==> src/scg_regs.svh <==
// constants of the system and peripheral clock generator
`ifndef SCG_REGS_SVH
`define SCG_REGS_SVH

`define SCG_CLK_PERIOD_NS 8'h05
`define SCG_SYS_MHZ 16'h00c8
`define SCG_XTAL_MHZ 16'h0008
`define SCG_MAX_CORE_MHZ 16'h0050
`define SCG_OSC_GAP_NS 8'h64
`define SCG_OSC_GAP_CYC (`SCG_OSC_GAP_NS / `SCG_CLK_PERIOD_NS)
`define SCG_OSC_ARMED_CYC (`SCG_OSC_GAP_CYC + 8'h01)
`define SCG_MODE_CRYSTAL_RANGE 2'h1
`define SCG_SRC_PRIMARY_WITH_PLL 3'h3
`define SCG_IDIV_W 4
`define SCG_MUL_W 6
`define SCG_ODIV_W 4
`define SCG_PDIV_W 2
`define SCG_ACC_W 16
`define SCG_GAP_W 6

`endif

==> src/scg_pkg.sv <==
// types of the system and peripheral clock generator
`default_nettype none
`include "scg_regs.svh"

package scg_pkg;

    typedef enum logic [1:0] {
        SCG_ST_LOAD = 2'h0,
        SCG_ST_WAIT_OSC = 2'h1,
        SCG_ST_RUN = 2'h3,
        SCG_ST_HALT = 2'h2
    } scg_state_type;

    typedef struct packed {
        scg_state_type state;
        logic sync1;
        logic sync2;
        logic sync3;
        logic [`SCG_GAP_W-1:0] gap;
        logic [`SCG_IDIV_W-1:0] idiv;
        logic [`SCG_MUL_W-1:0] mul;
        logic [`SCG_ODIV_W-1:0] odiv;
        logic [`SCG_PDIV_W-1:0] pdiv;
        logic cfg_err;
        logic [`SCG_ACC_W-1:0] modulus;
        logic [`SCG_ACC_W-1:0] inc;
        logic [`SCG_ACC_W-1:0] acc;
        logic [2:0] pb_cnt;
        logic core_tick;
        logic pb_tick;
    } scg_regs_type;

endpackage
`default_nettype wire

==> src/scg_clock_gen.sv <==
// core clock and peripheral bus clock enable generator
//
// Operation
// - The reference is an 8 MHz crystal, primary oscillator in crystal mode.
// - Core rate is reference / input divide * multiply / output divide.
// - The chain gives a range of core rates, never above 80 MHz.
// - The core clock serves the CPU, DMA, interrupt controller and cache.
// - The three PLL factors come from separate non-volatile fields.
// - The peripheral bus clock is the core clock divided by 1, 2, 4 or 8.
// - The peripheral bus clock serves timers and serial controllers.
// - Primary with PLL, /2, x20, /1 and /8 give an 80 MHz core clock.
`timescale 1ns/10ps
`default_nettype none
`include "scg_regs.svh"

module scg_clock_gen (
    input wire logic clk_sys_i,
    input wire logic reset_n_i,
    input wire logic xtal_i,
    input wire logic [1:0] primary_osc_mode_i,
    input wire logic [2:0] oscillator_source_select_i,
    input wire logic [`SCG_IDIV_W-1:0] pll_input_divide_i,
    input wire logic [`SCG_MUL_W-1:0] pll_multiply_factor_i,
    input wire logic [`SCG_ODIV_W-1:0] pll_output_divide_i,
    input wire logic [`SCG_PDIV_W-1:0] peripheral_clock_divide_i,
    output logic core_clock_en_o,
    output logic peripheral_bus_clock_en_o,
    output logic osc_running_o,
    output logic clock_valid_o,
    output logic config_error_o
);
    import scg_pkg::*;

    ////////////////////////////////////////////////////////////////////////
    scg_regs_type cur_ff;
    scg_regs_type nxt_regs;
    logic osc_ok;
    logic [`SCG_ACC_W:0] sum;
    logic [`SCG_ACC_W-1:0] modulus_new;
    logic [`SCG_ACC_W-1:0] inc_new;
    logic [2:0] pb_mask;
    logic bad_cfg;

    // crystal counts as running while edges keep arriving; the gap
    // counter parks at the limit when lost and one past it when armed
    assign osc_ok = cur_ff.gap < `SCG_GAP_W'(`SCG_OSC_GAP_CYC);

    // core rate in sys cycles: tick when acc wraps, inc/modulus of 200 MHz
    assign modulus_new = `SCG_SYS_MHZ * `SCG_ACC_W'(pll_input_divide_i)
        * `SCG_ACC_W'(pll_output_divide_i);
    assign inc_new = `SCG_XTAL_MHZ * `SCG_ACC_W'(pll_multiply_factor_i);
    assign pb_mask = 3'((4'h1 << cur_ff.pdiv) - 4'h1);

    // zero factors or rates above the ceiling would give no usable clock
    assign bad_cfg = (pll_input_divide_i == `SCG_IDIV_W'h0)
        || (pll_output_divide_i == `SCG_ODIV_W'h0)
        || (pll_multiply_factor_i == `SCG_MUL_W'h0)
        || (inc_new > `SCG_MAX_CORE_MHZ * `SCG_ACC_W'(pll_input_divide_i)
            * `SCG_ACC_W'(pll_output_divide_i))
        || (primary_osc_mode_i != `SCG_MODE_CRYSTAL_RANGE)
        || (oscillator_source_select_i != `SCG_SRC_PRIMARY_WITH_PLL);

    ////////////////////////////////////////////////////////////////////////
    always_comb begin
        sum = '0;
        nxt_regs = cur_ff;
        nxt_regs.sync1 = xtal_i;
        nxt_regs.sync2 = cur_ff.sync1;
        nxt_regs.sync3 = cur_ff.sync2;
        nxt_regs.core_tick = 1'b0;
        nxt_regs.pb_tick = 1'b0;
        if (cur_ff.sync2 != cur_ff.sync3) begin
            // after loss one edge only arms: the sync chain leaves reset
            // at 0, so a crystal parked high would fake a lone edge
            if (cur_ff.gap == `SCG_GAP_W'(`SCG_OSC_GAP_CYC)) begin
                nxt_regs.gap = `SCG_GAP_W'(`SCG_OSC_ARMED_CYC);
            end else begin
                nxt_regs.gap = '0;
            end
        end else if (osc_ok) begin
            nxt_regs.gap = cur_ff.gap + `SCG_GAP_W'h1;
        end
        case (cur_ff.state)
            SCG_ST_LOAD: begin
                // one capture after reset; fields never change later
                nxt_regs.idiv = pll_input_divide_i;
                nxt_regs.mul = pll_multiply_factor_i;
                nxt_regs.odiv = pll_output_divide_i;
                nxt_regs.pdiv = peripheral_clock_divide_i;
                nxt_regs.modulus = modulus_new;
                nxt_regs.inc = inc_new;
                nxt_regs.cfg_err = bad_cfg;
                nxt_regs.state = bad_cfg ? SCG_ST_HALT : SCG_ST_WAIT_OSC;
            end
            SCG_ST_WAIT_OSC: begin
                nxt_regs.acc = '0;
                nxt_regs.pb_cnt = 3'h0;
                if (osc_ok) begin
                    nxt_regs.state = SCG_ST_RUN;
                end
            end
            SCG_ST_RUN: begin
                if (!osc_ok) begin
                    nxt_regs.state = SCG_ST_WAIT_OSC;
                end else begin
                    sum = {1'b0, cur_ff.acc} + {1'b0, cur_ff.inc};
                    if (sum >= {1'b0, cur_ff.modulus}) begin
                        // one enable serves cpu, dma, intc and cache
                        nxt_regs.acc = `SCG_ACC_W'(sum
                            - {1'b0, cur_ff.modulus});
                        nxt_regs.core_tick = 1'b1;
                        nxt_regs.pb_cnt = (cur_ff.pb_cnt + 3'h1) & pb_mask;
                        // timers and serial units use this enable
                        nxt_regs.pb_tick = cur_ff.pb_cnt == pb_mask;
                    end else begin
                        nxt_regs.acc = sum[`SCG_ACC_W-1:0];
                    end
                end
            end
            default: begin
                nxt_regs.state = SCG_ST_HALT;
            end
        endcase
    end

    always_ff @(posedge clk_sys_i or negedge reset_n_i) begin
        if (!reset_n_i) begin
            cur_ff <= '{state: SCG_ST_LOAD, gap: `SCG_GAP_W'(`SCG_OSC_GAP_CYC),
                default: '0};
        end else begin
            cur_ff <= nxt_regs;
        end
    end

    assign core_clock_en_o = cur_ff.core_tick;
    assign peripheral_bus_clock_en_o = cur_ff.pb_tick;
    assign osc_running_o = osc_ok;
    assign clock_valid_o = cur_ff.state == SCG_ST_RUN;
    assign config_error_o = cur_ff.cfg_err;
endmodule
`default_nettype wire

==> config.mk <==
export PLATFORM = sky130hd
export DESIGN_NAME = scg_clock_gen
export DESIGN_NICKNAME = d
export VERILOG_FILES = /design/src/scg_pkg.sv /design/src/scg_clock_gen.sv
export VERILOG_INCLUDE_DIRS = /design/src
export SDC_FILE = /design/constraint.sdc
export NUM_CORES = 1
export LEC_CHECK = 0
export BUFFER_PORTS_ARGS = -buffer_cell sky130_fd_sc_hd__buf_4
export CORE_UTILIZATION = 55
export DETAILED_ROUTE_END_ITERATION = 8
export GPL_TIMING_DRIVEN = 0
export PLACE_DENSITY = 0.84
export SLEW_MARGIN = 20
export SYNTH_ARGS = -nofsm -noshare
export SYNTH_HDL_FRONTEND = slang
export SYNTH_SLANG_ARGS = --single-unit
==> constraint.sdc <==
create_clock -name clk_sys_i -period 5.37 [get_ports clk_sys_i]
set_clock_uncertainty 0.1 [all_clocks]
set_input_delay 0.2685 -clock clk_sys_i [delete_from_list [all_inputs] [get_ports clk_sys_i]]
set_output_delay 0.2685 -clock clk_sys_i [all_outputs]
set_load 0.005 [all_outputs]
Word-level counts from Yosys, hierarchy flattened
Cells that the tools add are included.
Widths: inputs -> output; s select.
{"block": "op_classes", "addsub": 5, "multipliers": 4, "div": 0, "order_cmp": 3, "n_eq_ne": 11, "n_shift": 1, "n_mux": 12, "n_bitwise": 1, "reduce_logical": 14}
{"cell": "$pmux 19 s2", "n": 1}
{"cell": "$mux 21", "n": 1}
{"cell": "$add 16x9->17", "n": 1}
{"cell": "$ge 17x16->1", "n": 1}
{"cell": "$mux 16", "n": 1}
{"cell": "$sub 16x16->16", "n": 1}
{"cell": "$gt 9x15->1", "n": 1}
{"cell": "$mul 9x4->13", "n": 1}
{"cell": "$mux 6", "n": 2}
{"cell": "$mul 7x4->11", "n": 1}
{"cell": "$mux 5", "n": 2}
{"cell": "$mul 5x4->9 const A", "n": 1}
{"cell": "$logic_not 4->1", "n": 2}
{"cell": "$mux 2", "n": 4}
{"cell": "$mul 3x4->7 const A", "n": 1}
{"cell": "$add 6x1->6 const B", "n": 1}
{"cell": "$eq 6x5->1 const B", "n": 1}
{"cell": "$logic_not 6->1", "n": 1}
{"cell": "$lt 6x5->1 const B", "n": 1}
{"cell": "$ne 2x2->1 const B", "n": 3}
{"cell": "$pmux 2 s3", "n": 1}
{"cell": "$logic_or 1x1->1", "n": 5}
{"cell": "$ne 2x1->1 const B", "n": 2}
{"cell": "$reduce_and 2->1", "n": 2}
{"cell": "12 further kinds", "n": 13}
{"block": "totals", "register_bits": 54, "latchBits": 0, "ram_bits": 0, "romBits": 0, "in_bits": 24, "output_inout_bits": 5, "wordCells": 64, "mem_count": 0}

Logic depth before layout (Yosys ltp)
Gate-level depths: netlist (run 1).
{"block": "depth", "ltp_word": 8, "depth_mapped": 18, "mapped_depth_nobuf": 18}

Worst setup path before layout (run 1)
OpenSTA, ideal clock, no wires.
{"block": "synth_path", "path_kind": "input to register", "from": "input pll_input_divide_i[1]", "to": "register cur_ff[79] (netlist name)", "setup_time_ns": 0.118, "t_arrival_ns": 3.846, "t_required_ns": 5.152, "path_slack_ns": 1.306, "path_stages": 17, "n_path_buf": 0, "path_cell_list": "ha_1 -> ha_1 -> fa_1 -> xor2_1 -> and2_1 -> fa_1 -> inv_1 -> fa_1 -> inv_1 -> ha_1 -> a21oi_1 -> o21ai_0 -> a21oi_1 -> xnor2_1 -> nor4_1 -> nand4_1 -> a21o_1"}
{"block": "synth_via", "elab_chain_cells": 8, "word_cells_on_any_way": 11, "classes_between": "mul (2); order compare (1); mux (2); reduce/logical (6)"}
{"item": "start: declaration", "line_no": "scg_clock_gen.sv:22", "rtl": "input wire logic [`SCG_IDIV_W-1:0] pll_input_divide_i,"}
{"item": "$mul 3x4->7 (no source line) or $logic_not 4->1 (tied branches)"}
{"item": "$mul 7x4->11 (no source line) or $logic_or 1x1->1 (tied branches)"}
{"item": "$gt 9x15->1 or $logic_or 1x1->1 (tied branches)", "line_no": "scg_clock_gen.sv:58, scg_clock_gen.sv:55"}
{"item": "$logic_or 1x1->1 (*) (3 in a row)", "line_no": "scg_clock_gen.sv:55", "rtl": "assign bad_cfg = (pll_input_divide_i == `SCG_IDIV_W'h0)"}
{"item": "$mux 2 (*)", "line_no": "scg_clock_gen.sv:93", "rtl": "nxt_regs.state = bad_cfg ? SCG_ST_HALT : SCG_ST_WAIT_OSC;"}
{"item": "$pmux 2 s3 (*)", "line_no": "scg_clock_gen.sv:83", "rtl": "case (cur_ff.state)"}
{"item": "end signal: assignment", "line_no": "scg_clock_gen.sv:128", "rtl": "cur_ff <= '{state: SCG_ST_LOAD, gap: `SCG_GAP_W'(`SCG_OSC_GAP_CYC),"}
{"item": "end signal: assignment", "line_no": "scg_clock_gen.sv:131", "rtl": "cur_ff <= nxt_regs;"}
{"item": "end: declaration", "line_no": "scg_clock_gen.sv:35", "rtl": "scg_regs_type cur_ff;"}
Every way passes the cells marked *; elsewhere a longest branch is shown, timed or not.
A chain may end at the register's enable or synchronous reset.

Worst setup path after layout (run 1)
{"block": "layout_path", "from": "register cur_ff[8] (netlist name)", "to": "register cur_ff[19] (netlist name)"}
{"block": "layout_via", "elab_chain_cells": 5, "word_cells_on_any_way": 6, "classes_between": "add/sub (2); order compare (1); mux (3)"}
{"item": "$add 16x9->17 (*)", "line_no": "scg_clock_gen.sv:106", "rtl": "sum = {1'b0, cur_ff.acc} + {1'b0, cur_ff.inc};"}
{"item": "$sub 16x16->16 or $ge 17x16->1 (tied branches)", "line_no": "scg_clock_gen.sv:110, scg_clock_gen.sv:107"}
{"item": "$mux 16 (*)", "line_no": "scg_clock_gen.sv:107", "rtl": "if (sum >= {1'b0, cur_ff.modulus}) begin"}
{"item": "$mux 21 (*)", "line_no": "scg_clock_gen.sv:103", "rtl": "if (!osc_ok) begin"}
{"item": "$pmux 19 s2 (*)", "line_no": "scg_clock_gen.sv:83"}
Every way passes the cells marked *; elsewhere a longest branch is shown, timed or not. The select of a mux whose other input is x is not followed.

==> results of run 1 <==
-- synthesized netlist by cell type, types with 8 or more instances --
| cell type | instances |
|---|---|
| inv_1 | 70 |
| a21oi_1 | 36 |
| nor3_1 | 9 |
| and2_1 | 34 |
| a21o_1 | 11 |
| a211oi_1 | 8 |
| o21ai_0 | 32 |
| o21a_1 | 8 |
| nand2_1 | 79 |
| nor2_1 | 36 |
| clkbuf_1 | 12 |
| ha_1 | 73 |
| fa_1 | 28 |
| nor2b_1 | 10 |
| xor2_1 | 13 |
| dfrtp_1 | 49 |
| xnor2_1 | 21 |
-- critical path, stage by stage, from the launching register on --
cell and delay [ps]:
dfrtp_1 410, ha_1 250, fa_1 440, a211oi_1 220, o21ai_0 130, a21oi_1 450
nor2_1 130, xor2_1 190, ha_1 380, nand4_1 160, or3_1 400, a31o_1 220
buf_6 140, and2_4 150, buf_6 130, and3_1 160, a221o_1 250
-- final cells by class --
| type | instances | area share, % |
|---|---|---|
| sequential | 51 | 21.6 |
| multi-input combinational | 494 | 64.7 |
| clock inverter | 2 | 0.212 |
| timing repair buffer | 30 | 3.89 |
| tap | 129 | 2.73 |
| inverter | 70 | 4.44 |
| buffer | 15 | 1.21 |
| clock buffer | 6 | 1.23 |
-- cells in the final DEF, fill, tap and decap left out, types with 4 or more instances in the layout --
cell and n:
nor2b_1 10, buf_4 28, and2_1 34, and3_1 4
dfrtp_1 49, clkbuf_1 13, ha_1 73, o21a_1 8
a22o_1 5, nor2_1 36, xor2_1 13, nand2b_1 7
inv_1 70, o21ai_0 32, nor4_1 4, mux2i_1 5
a21o_1 11, nand2_1 79, fa_1 28, a211oi_1 8
nand4_1 7, xnor2_1 21, a21oi_1 36, o31ai_1 6
or2_2 4, nor3_1 9, clkbuf_8 5
-- path summary, 6_finish.rpt --
check                                              end                         start  slack, ps
worst max-delay path            cur_ff[19]$_DFFE_PN0P_         cur_ff[8]$_DFFE_PN0P_        950
worst min-delay path            cur_ff[54]$_DFFE_PN0P_  peripheral_clock_divide_i[0]         40
worst max register to register  cur_ff[19]$_DFFE_PN0P_         cur_ff[8]$_DFFE_PN0P_        950
worst min register to register    cur_ff[77]$_DFF_PN0_          cur_ff[78]$_DFF_PN0_        260
max in group asynchronous       cur_ff[52]$_DFFE_PN0P_                     reset_n_i       4310
min in group asynchronous       cur_ff[75]$_DFFE_PN0P_                     reset_n_i        410
-- metal layers --
metal	share of wire, %	GRT usage (%)	wire length, microns	vias up
met5	0	0	0	-
met4	2.0	9.14	233	0
met3	3.5	2.48	415	21
met2	53	46.4	6230	109
met1	42	28.8	4930	2174
li1	-	-	-	2243
-- timing repair --
item	CTS	global route
setup buffers	0	0
endpoints found under the hold margin	50	0
setup endpoints to repair	0	0
hold buffers	2	0
resized for setup	0	0
-- sequential cells by signal, summed over array words and instances (netlist names) --
register	cells
cur_ff	48
config_error_o	1
core_clock_en_o	1
peripheral_bus_clock_en_o	1
-- kinds of logic (layout without fill, tap and decap cells) --
| kind of cell | count (synthesis) | after routing | share of synthesized area, % |
|---|---|---|---|
| AOI/OAI and AO/OA | 141 | 141 | 17.3 |
| xor gates and xnor gates | 34 | 34 | 5.48 |
| adders and majority gates | 101 | 101 | 27.1 |
| buffers and inverters | 85 | 123 | 6.14 |
| DFF | 51 | 51 | 23.5 |
| muxes | 7 | 7 | 1.33 |
| and+or+nand+nor | 211 | 211 | 19.2 |
-- through the flow --
step                      hold slack (ps)  utilization [%]  std cells
after floorplan                      -127                -        630
after global placement                226             61.7        787
after detailed placement              230             61.7        787
after CTS                            48.6             62.8        797
after global routing                 47.0             62.8        797
final                                39.3             62.8        797
-- where the power goes --
| group | total [W] | switching, W | internal (W) |
|---|---|---|---|
| clock network | 0.000223 | 0.000131 | 0.0000914 |
| logic | 0.00117 | 0.000664 | 0.000510 |
| registers | 0.000465 | 0.0000396 | 0.000425 |
| total | 0.00186 | 0.000835 | 0.00103 |
==> flow_metrics.py, run 1 <==
metrics = {
    "outcome": {
        "run_status": "finished, final reports clean",
    },
    "timing": {
        "slew_headroom_pct": 28.4,
        "setup_slack_ps": 948,
        "final_hold_viol_count": 0,
        "max_freq_mhz": 226,
        "finalCritPeriodShare_pct": 82.3,
        "rsz0062_at_grt": "false",
        "finalSetupViolations": 0,
        "fin_crit_ps": 4420,
        "finalSetupTns_ps": 0,
        "tightest_slew_ps": 1050,
        "finalMaxSlewViolations": 0,
    },
    "clocking": {
        "cts-root-buf": "clkbuf_8",
        "cts_buffers": 5,
        "cts_tree": "yes",
        "clkLatencyLatePin_ps": 310,
        "cts.sink_count": 51,
        "path_clk_slew_ps": 100,
        "cts_buffer_depth": 2,
        "h-tree-depth": 2,
    },
    "final_layout": {
        "final_nets": 792,
        "drive_above_1_share_pct": 7.19,
        "syn2layout_area_growth_pct": 8.77,
        "design_area_sq_um": 5910,
        "diodes": 0,
        "nFillCells": 772,
        "seqCellArea_sq_um": 1280,
        "multi_input_area_sq_um": 3820,
    },
    "job": {
        "maxCapViolCount": 0,
    },
    "die": {
        "die_w_microns": 101,
        "die_area_sq_um": 10300,
        "initial_core_util_pct": 57.8,
        "die-height_microns": 101,
        "rows": 35,
        "boundaryPins": 29,
        "core_sq_um": 9420,
    },
    "logic_synthesis": {
        "yosysTopAreaCell": "dfrtp_1",
        "yosysUniqueCellTypes": 61,
        "ys_seq_elements": 51,
        "synth-seq-area-share_pct": 23.5,
        "syn_nets": 755,
        "ys_async_sr_fraction_pct": 100,
        "ys.flop_type": "dfrtp_1",
        "netlist_instances": 630,
        "synth_area_sq_um": 5440,
        "yosysWarnings": 0,
        "synth_top_area_share_pct": 22.5,
        "postSynthAreaPerCell_sq_um": 8.63,
        "synth.area.top_cells": "dfrtp_1 (23%), ha_1 (17%), fa_1 (10%), nand2_1 (5.5%), inv_1 (4.8%)",
        "synth_edf_count": 0,
    },
    "power_and_ir_drop": {
        "powerDensity_nw_per_um2": 315,
        "peakVddDrop_uv": 180,
        "p_total_w": 0.00186,
        "p_leak_nw": 2.97,
    },
    "detailed_routing": {
        "drtAntennaViolNets": 0,
        "drtIter0Drc": 163,
        "drt_wl_total_microns": 11800,
        "via_count": 4547,
        "drtPass1Iterations": 5,
        "drt-wirelength-per-cell_microns": 14.8,
        "via_per_inst": 5.71,
        "drc_errors": 0,
    },
    "placed_design": {
        "port_buffers": 28,
        "gp_congestion": 0.899,
        "hpwl_microns": 9670,
        "placed_cell_area_sq_um": 5810,
        "dp_slack_ps": 836,
    },
    "global_routing": {
        "grt_pass1_wl_microns": 20200,
        "grt_pass1_vias": 4608,
        "antenna_found_initial": 0,
        "gr-total-overflow": 0,
        "grt.total_usage_pct": 24.6,
        "grt_max_degree": 52,
    },
    "critical_path": {
        "cp.required_ps": 5480,
        "start_kind": "register",
        "cp_max_fo": 10,
        "end_kind": "register",
        "cp_data_arrival_time_ps": 4530,
        "rr_worst_depth": 16,
        "critPathKind": "register to register",
    },
    "min_path": {
        "hold_depth": 3,
        "hold_class": "primary input to register",
    },
}
(Power assumes the default switching activity.)
==> inputs of run 2 (changes only) <==
==> constraint.sdc (replaced) <==
create_clock -name clk_sys_i -period 4.3 [get_ports clk_sys_i]
set_clock_uncertainty 0.1 [all_clocks]
set_input_delay 0.215 -clock clk_sys_i [delete_from_list [all_inputs] [get_ports clk_sys_i]]
set_output_delay 0.215 -clock clk_sys_i [all_outputs]
set_load 0.005 [all_outputs]
==> run 2 against run 1 <==
Combinational power up 30%. Die area unchanged. Utilization up 0.85 points. Sequential share of layout area down 0.29 points. Non-clock buffer count up 4. Worst hold slack worse by 15 ps. Global-route usage up 0.059 points. Clock power up 23%. Sequential cell count unchanged. Register-to-register slack worse by 760 ps.
==> flow_metrics.py, run 2 (same netlist as run 1, synthesis figures left out) <==
metrics = {
    "global_routing": {
        "gr-total-overflow": 0,
        "grt.total_usage_pct": 24.7,
        "antenna_found_initial": 0,
        "grt_pass1_wl_microns": 20200,
        "grt_max_degree": 52,
        "grt_pass1_vias": 4612,
    },
    "power_and_ir_drop": {
        "internal_power_w": 0.00132,
        "clockPowerShare_pct": 11.6,
        "powerDensity_nw_per_um2": 396,
        "p_leak_nw": 2.98,
        "switchingPower_w": 0.00106,
        "power_frac_seq_pct": 24.4,
        "switching_share_pct": 44.5,
        "p_comb_share_pct": 64.0,
        "peakVddDrop_uv": 199,
    },
    "placed_design": {
        "hpwl_microns": 9670,
        "dp_cells": 787,
        "gp_congestion": 0.899,
        "port_buffers": 28,
    },
    "clocking": {
        "cts-root-buf": "clkbuf_8",
        "path_clk_slew_ps": 100,
        "cts_buffers": 5,
        "h-tree-depth": 2,
        "cts.sink_count": 51,
        "clkLatencyLatePin_ps": 310,
        "cts_buffer_depth": 2,
        "cts_tree": "yes",
    },
    "final_layout": {
        "nFillCells": 763,
        "diodes": 0,
        "layout_common_cells": "nand2_1 (79), inv_1 (70), ha_1 (70)",
        "largest-register": "cur_ff",
        "final_common_cell": "nand2_1",
        "final_cells": 801,
        "syn2layout_area_growth_pct": 10.2,
        "final_nets": 796,
        "largest_reg_flops": 48,
        "final_core_util_pct": 63.7,
        "drive_above_1_share_pct": 8.63,
    },
    "timing": {
        "max_freq_mhz": 243,
        "fin_crit_ps": 4110,
        "finalCritPeriodShare_pct": 95.7,
        "finalMaxSlewViolations": 0,
        "tightest_slew_ps": 1120,
        "final_hold_viol_count": 0,
        "finalSetupViolations": 0,
        "slew_headroom_pct": 23.6,
    },
    "critical_path": {
        "critPathKind": "register to register",
        "cp_data_arrival_time_ps": 4220,
        "start_kind": "register",
        "end_kind": "register",
        "cp.required_ps": 4400,
        "cp_max_fo": 10,
    },
    "die": {
        "die-height_microns": 101,
        "die_w_microns": 101,
        "die_area_sq_um": 10300,
        "boundaryPins": 29,
        "initial_core_util_pct": 57.8,
        "rows": 35,
        "core_sq_um": 9420,
    },
    "detailed_routing": {
        "drc_errors": 0,
        "via_per_inst": 5.65,
        "drtIter0Drc": 125,
        "via_count": 4523,
        "drt_wl_total_microns": 11900,
        "drtAntennaViolNets": 0,
        "drtPass1Iterations": 4,
        "drt-wirelength-per-cell_microns": 14.8,
    },
    "outcome": {
        "run_status": "finished, final reports clean",
    },
    "job": {
        "maxCapViolCount": 0,
    },
    "min_path": {
        "hold_class": "primary input to register",
    },
}
-- run 2: cell type report --
cell class	instances	area (sq um)	share of cell area, %
plain buffers	15	71.3	1.19
clock buffers	6	72.6	1.21
clock inverters	2	12.5	0.209
inverters	70	263	4.38
multi-input cells	494	3870	64.6
flip-flops and latches	51	1280	21.3
well taps	129	161	2.69
repair buffers	34	265	4.42
-- run 2: worst paths after layout --
| path | from | to | slack (ps) | cells past startpoint |
|---|---|---|---|---|
| max in group asynchronous | reset_n_i | cur_ff[52]$_DFFE_PN0P_ | 3310 | 2 |
| hold reg to reg | cur_ff[78]$_DFF_PN0_ | cur_ff[77]$_DFF_PN0_ | 260 | 0 |
| min in group asynchronous | reset_n_i | cur_ff[75]$_DFFE_PN0P_ | 360 | 2 |
| hold / removal | pll_multiply_factor_i[4] | cur_ff[28]$_DFFE_PN0P_ | 20 | 3 |
| setup reg to reg | cur_ff[8]$_DFFE_PN0P_ | cur_ff[19]$_DFFE_PN0P_ | 190 | 16 |
| setup / recovery | cur_ff[8]$_DFFE_PN0P_ | cur_ff[19]$_DFFE_PN0P_ | 190 | 16 |
-- run 2: what timing repair did --
item | in CTS | in global routing
setup endpoints to repair | 3 | 16
setup buffers | 0 | 2
resized for setup | 1 | 9
hold buffers | 4 | 0
pin swaps | 0 | 8
hold endpoints to repair | 52 | 0
-- run 2: critical path, cell delays in order (launching register included) --
cell and delay, ps:
dfrtp_1 410, ha_1 250, fa_2 390, a211oi_2 190, o21ai_1 110, a21oi_2 300
nor2_1 110, xor2_1 180, ha_1 360, nand4_1 140, or3_1 410, a31o_1 220
buf_6 140, and2_4 150, buf_6 130, and3_1 160, a221o_1 250
-- run 2: metal layers --
metal | track usage (%) | part of all wire, %
met1 | 28.7 | 42
met2 | 46.2 | 52
met5 | 0 | 0
met4 | 9.81 | 2.1
met3 | 2.83 | 3.2
-- run 2: through the flow --
step                hold slack [ps]  power [W]  setup WS [ps]  TNS, ps  cell area [sq um]
floorplan                      -181    0.00170            289        0               5440
global placement                172    0.00195           -137     -378               5810
detailed placement              176    0.00201           -181     -508               5810
CTS                            21.9    0.00231           30.7        0               5940
global route                   17.6    0.00258          -17.3    -17.3               5990
finish                         24.5    0.00237            185        0               5990
-- run 2: power groups by stage --
stage                     combinational, W  clock (W)  sequential, W
after global placement             0.00136          0       0.000585
after detailed placement           0.00143          0       0.000584
after CTS                          0.00146   0.000275       0.000578
after floorplan                    0.00113          0       0.000573
after global routing               0.00170   0.000299       0.000586
final                              0.00152   0.000275       0.000579
==> inputs of run 3 (changes only) <==
--- a/config.mk
+++ b/config.mk
@@ -8,6 +8,7 @@
 export LEC_CHECK = 0
 export BUFFER_PORTS_ARGS = -buffer_cell sky130_fd_sc_hd__buf_4
 export CORE_UTILIZATION = 55
+export CTS_BUF_LIST = sky130_fd_sc_hd__clkbuf_16
 export DETAILED_ROUTE_END_ITERATION = 8
 export GPL_TIMING_DRIVEN = 0
 export PLACE_DENSITY = 0.84
==> run 3 against run 2 <==
Die area unchanged. Power rose by 4.7%. Critical path depth unchanged. Global-route usage is 0.093 points lower. Count of clock-buffer cells in the layout shrank 1. Utilization is 0.52 points higher. Cell area up 0.81%. Worst hold slack worse by 8.8 ps. Non-clock buffer count shrank 2. Sequential power about the same. Via count is 0.82% higher. Cell count decreased by 0.25%. Largest cell class unchanged.
==> flow_metrics.py, run 3 (same netlist as run 1, synthesis figures left out) <==
metrics = {
    "global_routing": {
        "grt.total_usage_pct": 24.6,
        "grt_pass1_vias": 4606,
        "grt_pass1_wl_microns": 20300,
        "grt_max_degree": 52,
        "antenna_found_initial": 0,
        "gr-total-overflow": 0,
    },
    "power_and_ir_drop": {
        "switchingPower_w": 0.00107,
        "power_frac_seq_pct": 23.3,
        "peakVddDrop_uv": 245,
        "switching_share_pct": 43.0,
        "powerDensity_nw_per_um2": 412,
        "internal_power_w": 0.00142,
        "p_leak_nw": 3.00,
        "clockPowerShare_pct": 15.4,
        "p_comb_share_pct": 61.3,
    },
    "timing": {
        "tightest_slew_ps": 1100,
        "fin_crit_ps": 4140,
        "finalSetupViolations": 0,
        "rsz0062_at_grt": "false",
        "finalSetupTns_ps": 0,
        "finalCritPeriodShare_pct": 96.3,
        "finalMaxSlewViolations": 0,
        "final_hold_viol_count": 0,
        "slew_headroom_pct": 24.5,
        "max_freq_mhz": 242,
        "hold-worst-slack_ps": 15.7,
    },
    "critical_path": {
        "start_kind": "register",
        "r2r-start": "cur_ff[8]$_DFFE_PN0P_",
        "cp_data_arrival_time_ps": 4210,
        "critPathKind": "register to register",
        "r2r_end": "cur_ff[19]$_DFFE_PN0P_",
        "rr_worst_depth": 16,
        "r2r_slack_ps": 160,
        "cp.required_ps": 4370,
        "cp_max_fo": 10,
        "end_kind": "register",
    },
    "placed_design": {
        "placed_cell_area_sq_um": 5810,
        "gp_congestion": 0.899,
        "dp_cells": 787,
        "hpwl_microns": 9670,
        "port_buffers": 28,
    },
    "final_layout": {
        "largest-register": "cur_ff",
        "layout_common_cells": "nand2_1 (79), inv_1 (71), ha_1 (69)",
        "final_cells": 799,
        "drive_above_1_share_pct": 8.81,
        "syn2layout_area_growth_pct": 11.1,
        "final_common_cell": "nand2_1",
        "largest_reg_flops": 48,
        "diodes": 0,
        "final_nets": 794,
        "design_area_sq_um": 6040,
        "final_core_util_pct": 64.2,
        "nFillCells": 756,
    },
    "die": {
        "die-height_microns": 101,
        "die_area_sq_um": 10300,
        "die_w_microns": 101,
        "core_sq_um": 9420,
        "rows": 35,
        "initial_core_util_pct": 57.8,
        "boundaryPins": 29,
    },
    "detailed_routing": {
        "drt-wirelength-per-cell_microns": 14.9,
        "via_count": 4560,
        "drtIter0Drc": 187,
        "via_per_inst": 5.71,
        "drtPass1Iterations": 6,
        "drt_wl_total_microns": 11900,
        "drtAntennaViolNets": 0,
        "drc_errors": 0,
    },
    "clocking": {
        "h-tree-depth": 2,
        "cts-root-buf": "clkbuf_16",
        "cts_buffer_depth": 2,
        "cts_tree": "yes",
        "path_clk_slew_ps": 70,
        "clkLatencyLatePin_ps": 290,
        "cts_buffers": 5,
        "cts.sink_count": 51,
    },
    "min_path": {
        "min_to": "cur_ff[54]$_DFFE_PN0P_",
        "hold_class": "primary input to register",
        "holdCritStartpoint": "peripheral_clock_divide_i[0]",
        "hold_depth": 3,
    },
    "job": {
        "maxCapViolCount": 0,
    },
    "outcome": {
        "run_status": "finished, final reports clean",
    },
}
==> run 3: stage by stage <==
stage,setup WS (ps),power [W]
2_1_floorplan,289,0.00170
3_3_place_gp,-137,0.00195
3_5_place_dp,-181,0.00201
4_1_cts,55.2,0.00241
5_1_grt,16.6,0.00270
6_report,161,0.00249
==> run 3: timing repair <==
item,in CTS,in global routing
pin swaps,0,9
setup buffers,0,2
endpoints found under the hold margin,50,0
hold buffers,2,0
setup endpoints to repair,3,13
gates resized for setup,1,10
==> run 3: cell type report <==
cell class / count / area [sq um] / share of cell area (%)
clock buffer: 5 / 125 / 2.07
clock inverter: 3 / 16.3 / 0.269
timing repair buffer: 32 / 245 / 4.06
buffer: 15 / 71.3 / 1.18
multi-input combinational: 494 / 3880 / 64.2
tap: 129 / 161 / 2.67
inverter: 70 / 263 / 4.35
sequential: 51 / 1280 / 21.2
==> run 3: power by group through the flow <==
| stage | sequential [W] | combinational, W | clock, W |
|---|---|---|---|
| finish | 0.000580 | 0.00152 | 0.000382 |
| global placement | 0.000585 | 0.00136 | 0 |
| floorplan | 0.000573 | 0.00113 | 0 |
| detailed placement | 0.000584 | 0.00143 | 0 |
| global route | 0.000586 | 0.00170 | 0.000409 |
| CTS | 0.000578 | 0.00145 | 0.000384 |
==> run 3: critical path, cell delays in order, from the launching register on <==
cell and delay (ps):
dfrtp_1 400, ha_1 250, fa_2 390, a211oi_2 200, o21ai_1 120, a21oi_2 310, nor2_1 110, xor2_1 180
ha_1 360, nand4_1 140, or3_1 400, a31o_1 220, buf_6 140, and2_4 150, buf_6 130, and3_1 160
a221o_1 250
==> run 3: layer usage <==
| layer | vias up | GRT usage, % | wire length [microns] |
|---|---|---|---|
| li1 | 2247 | - | - |
| met1 | 2189 | 29.2 | 5100 |
| met2 | 109 | 46.5 | 6260 |
| met3 | 15 | 2.14 | 394 |
| met4 | 0 | 8.36 | 172 |
| met5 | - | 0 | 0 |
==> run 3: worst max path at each step <==
stage / from / end / slack [ps] / depth (start not counted)
final: cur_ff[8]$_DFFE_PN0P_ / cur_ff[19]$_DFFE_PN0P_ / 160 / 16
after global routing: pll_input_divide_i[1] / cur_ff[79]$_DFFE_PN0P_ / 20 / 18
after floorplan: pll_input_divide_i[1] / cur_ff[79]$_DFFE_PN0P_ / 290 / 17
after detailed placement: pll_input_divide_i[1] / cur_ff[79]$_DFFE_PN0P_ / -180 / 17
after CTS: cur_ff[8]$_DFFE_PN0P_ / cur_ff[19]$_DFFE_PN0P_ / 60 / 16
after global placement: pll_input_divide_i[1] / cur_ff[79]$_DFFE_PN0P_ / -140 / 18
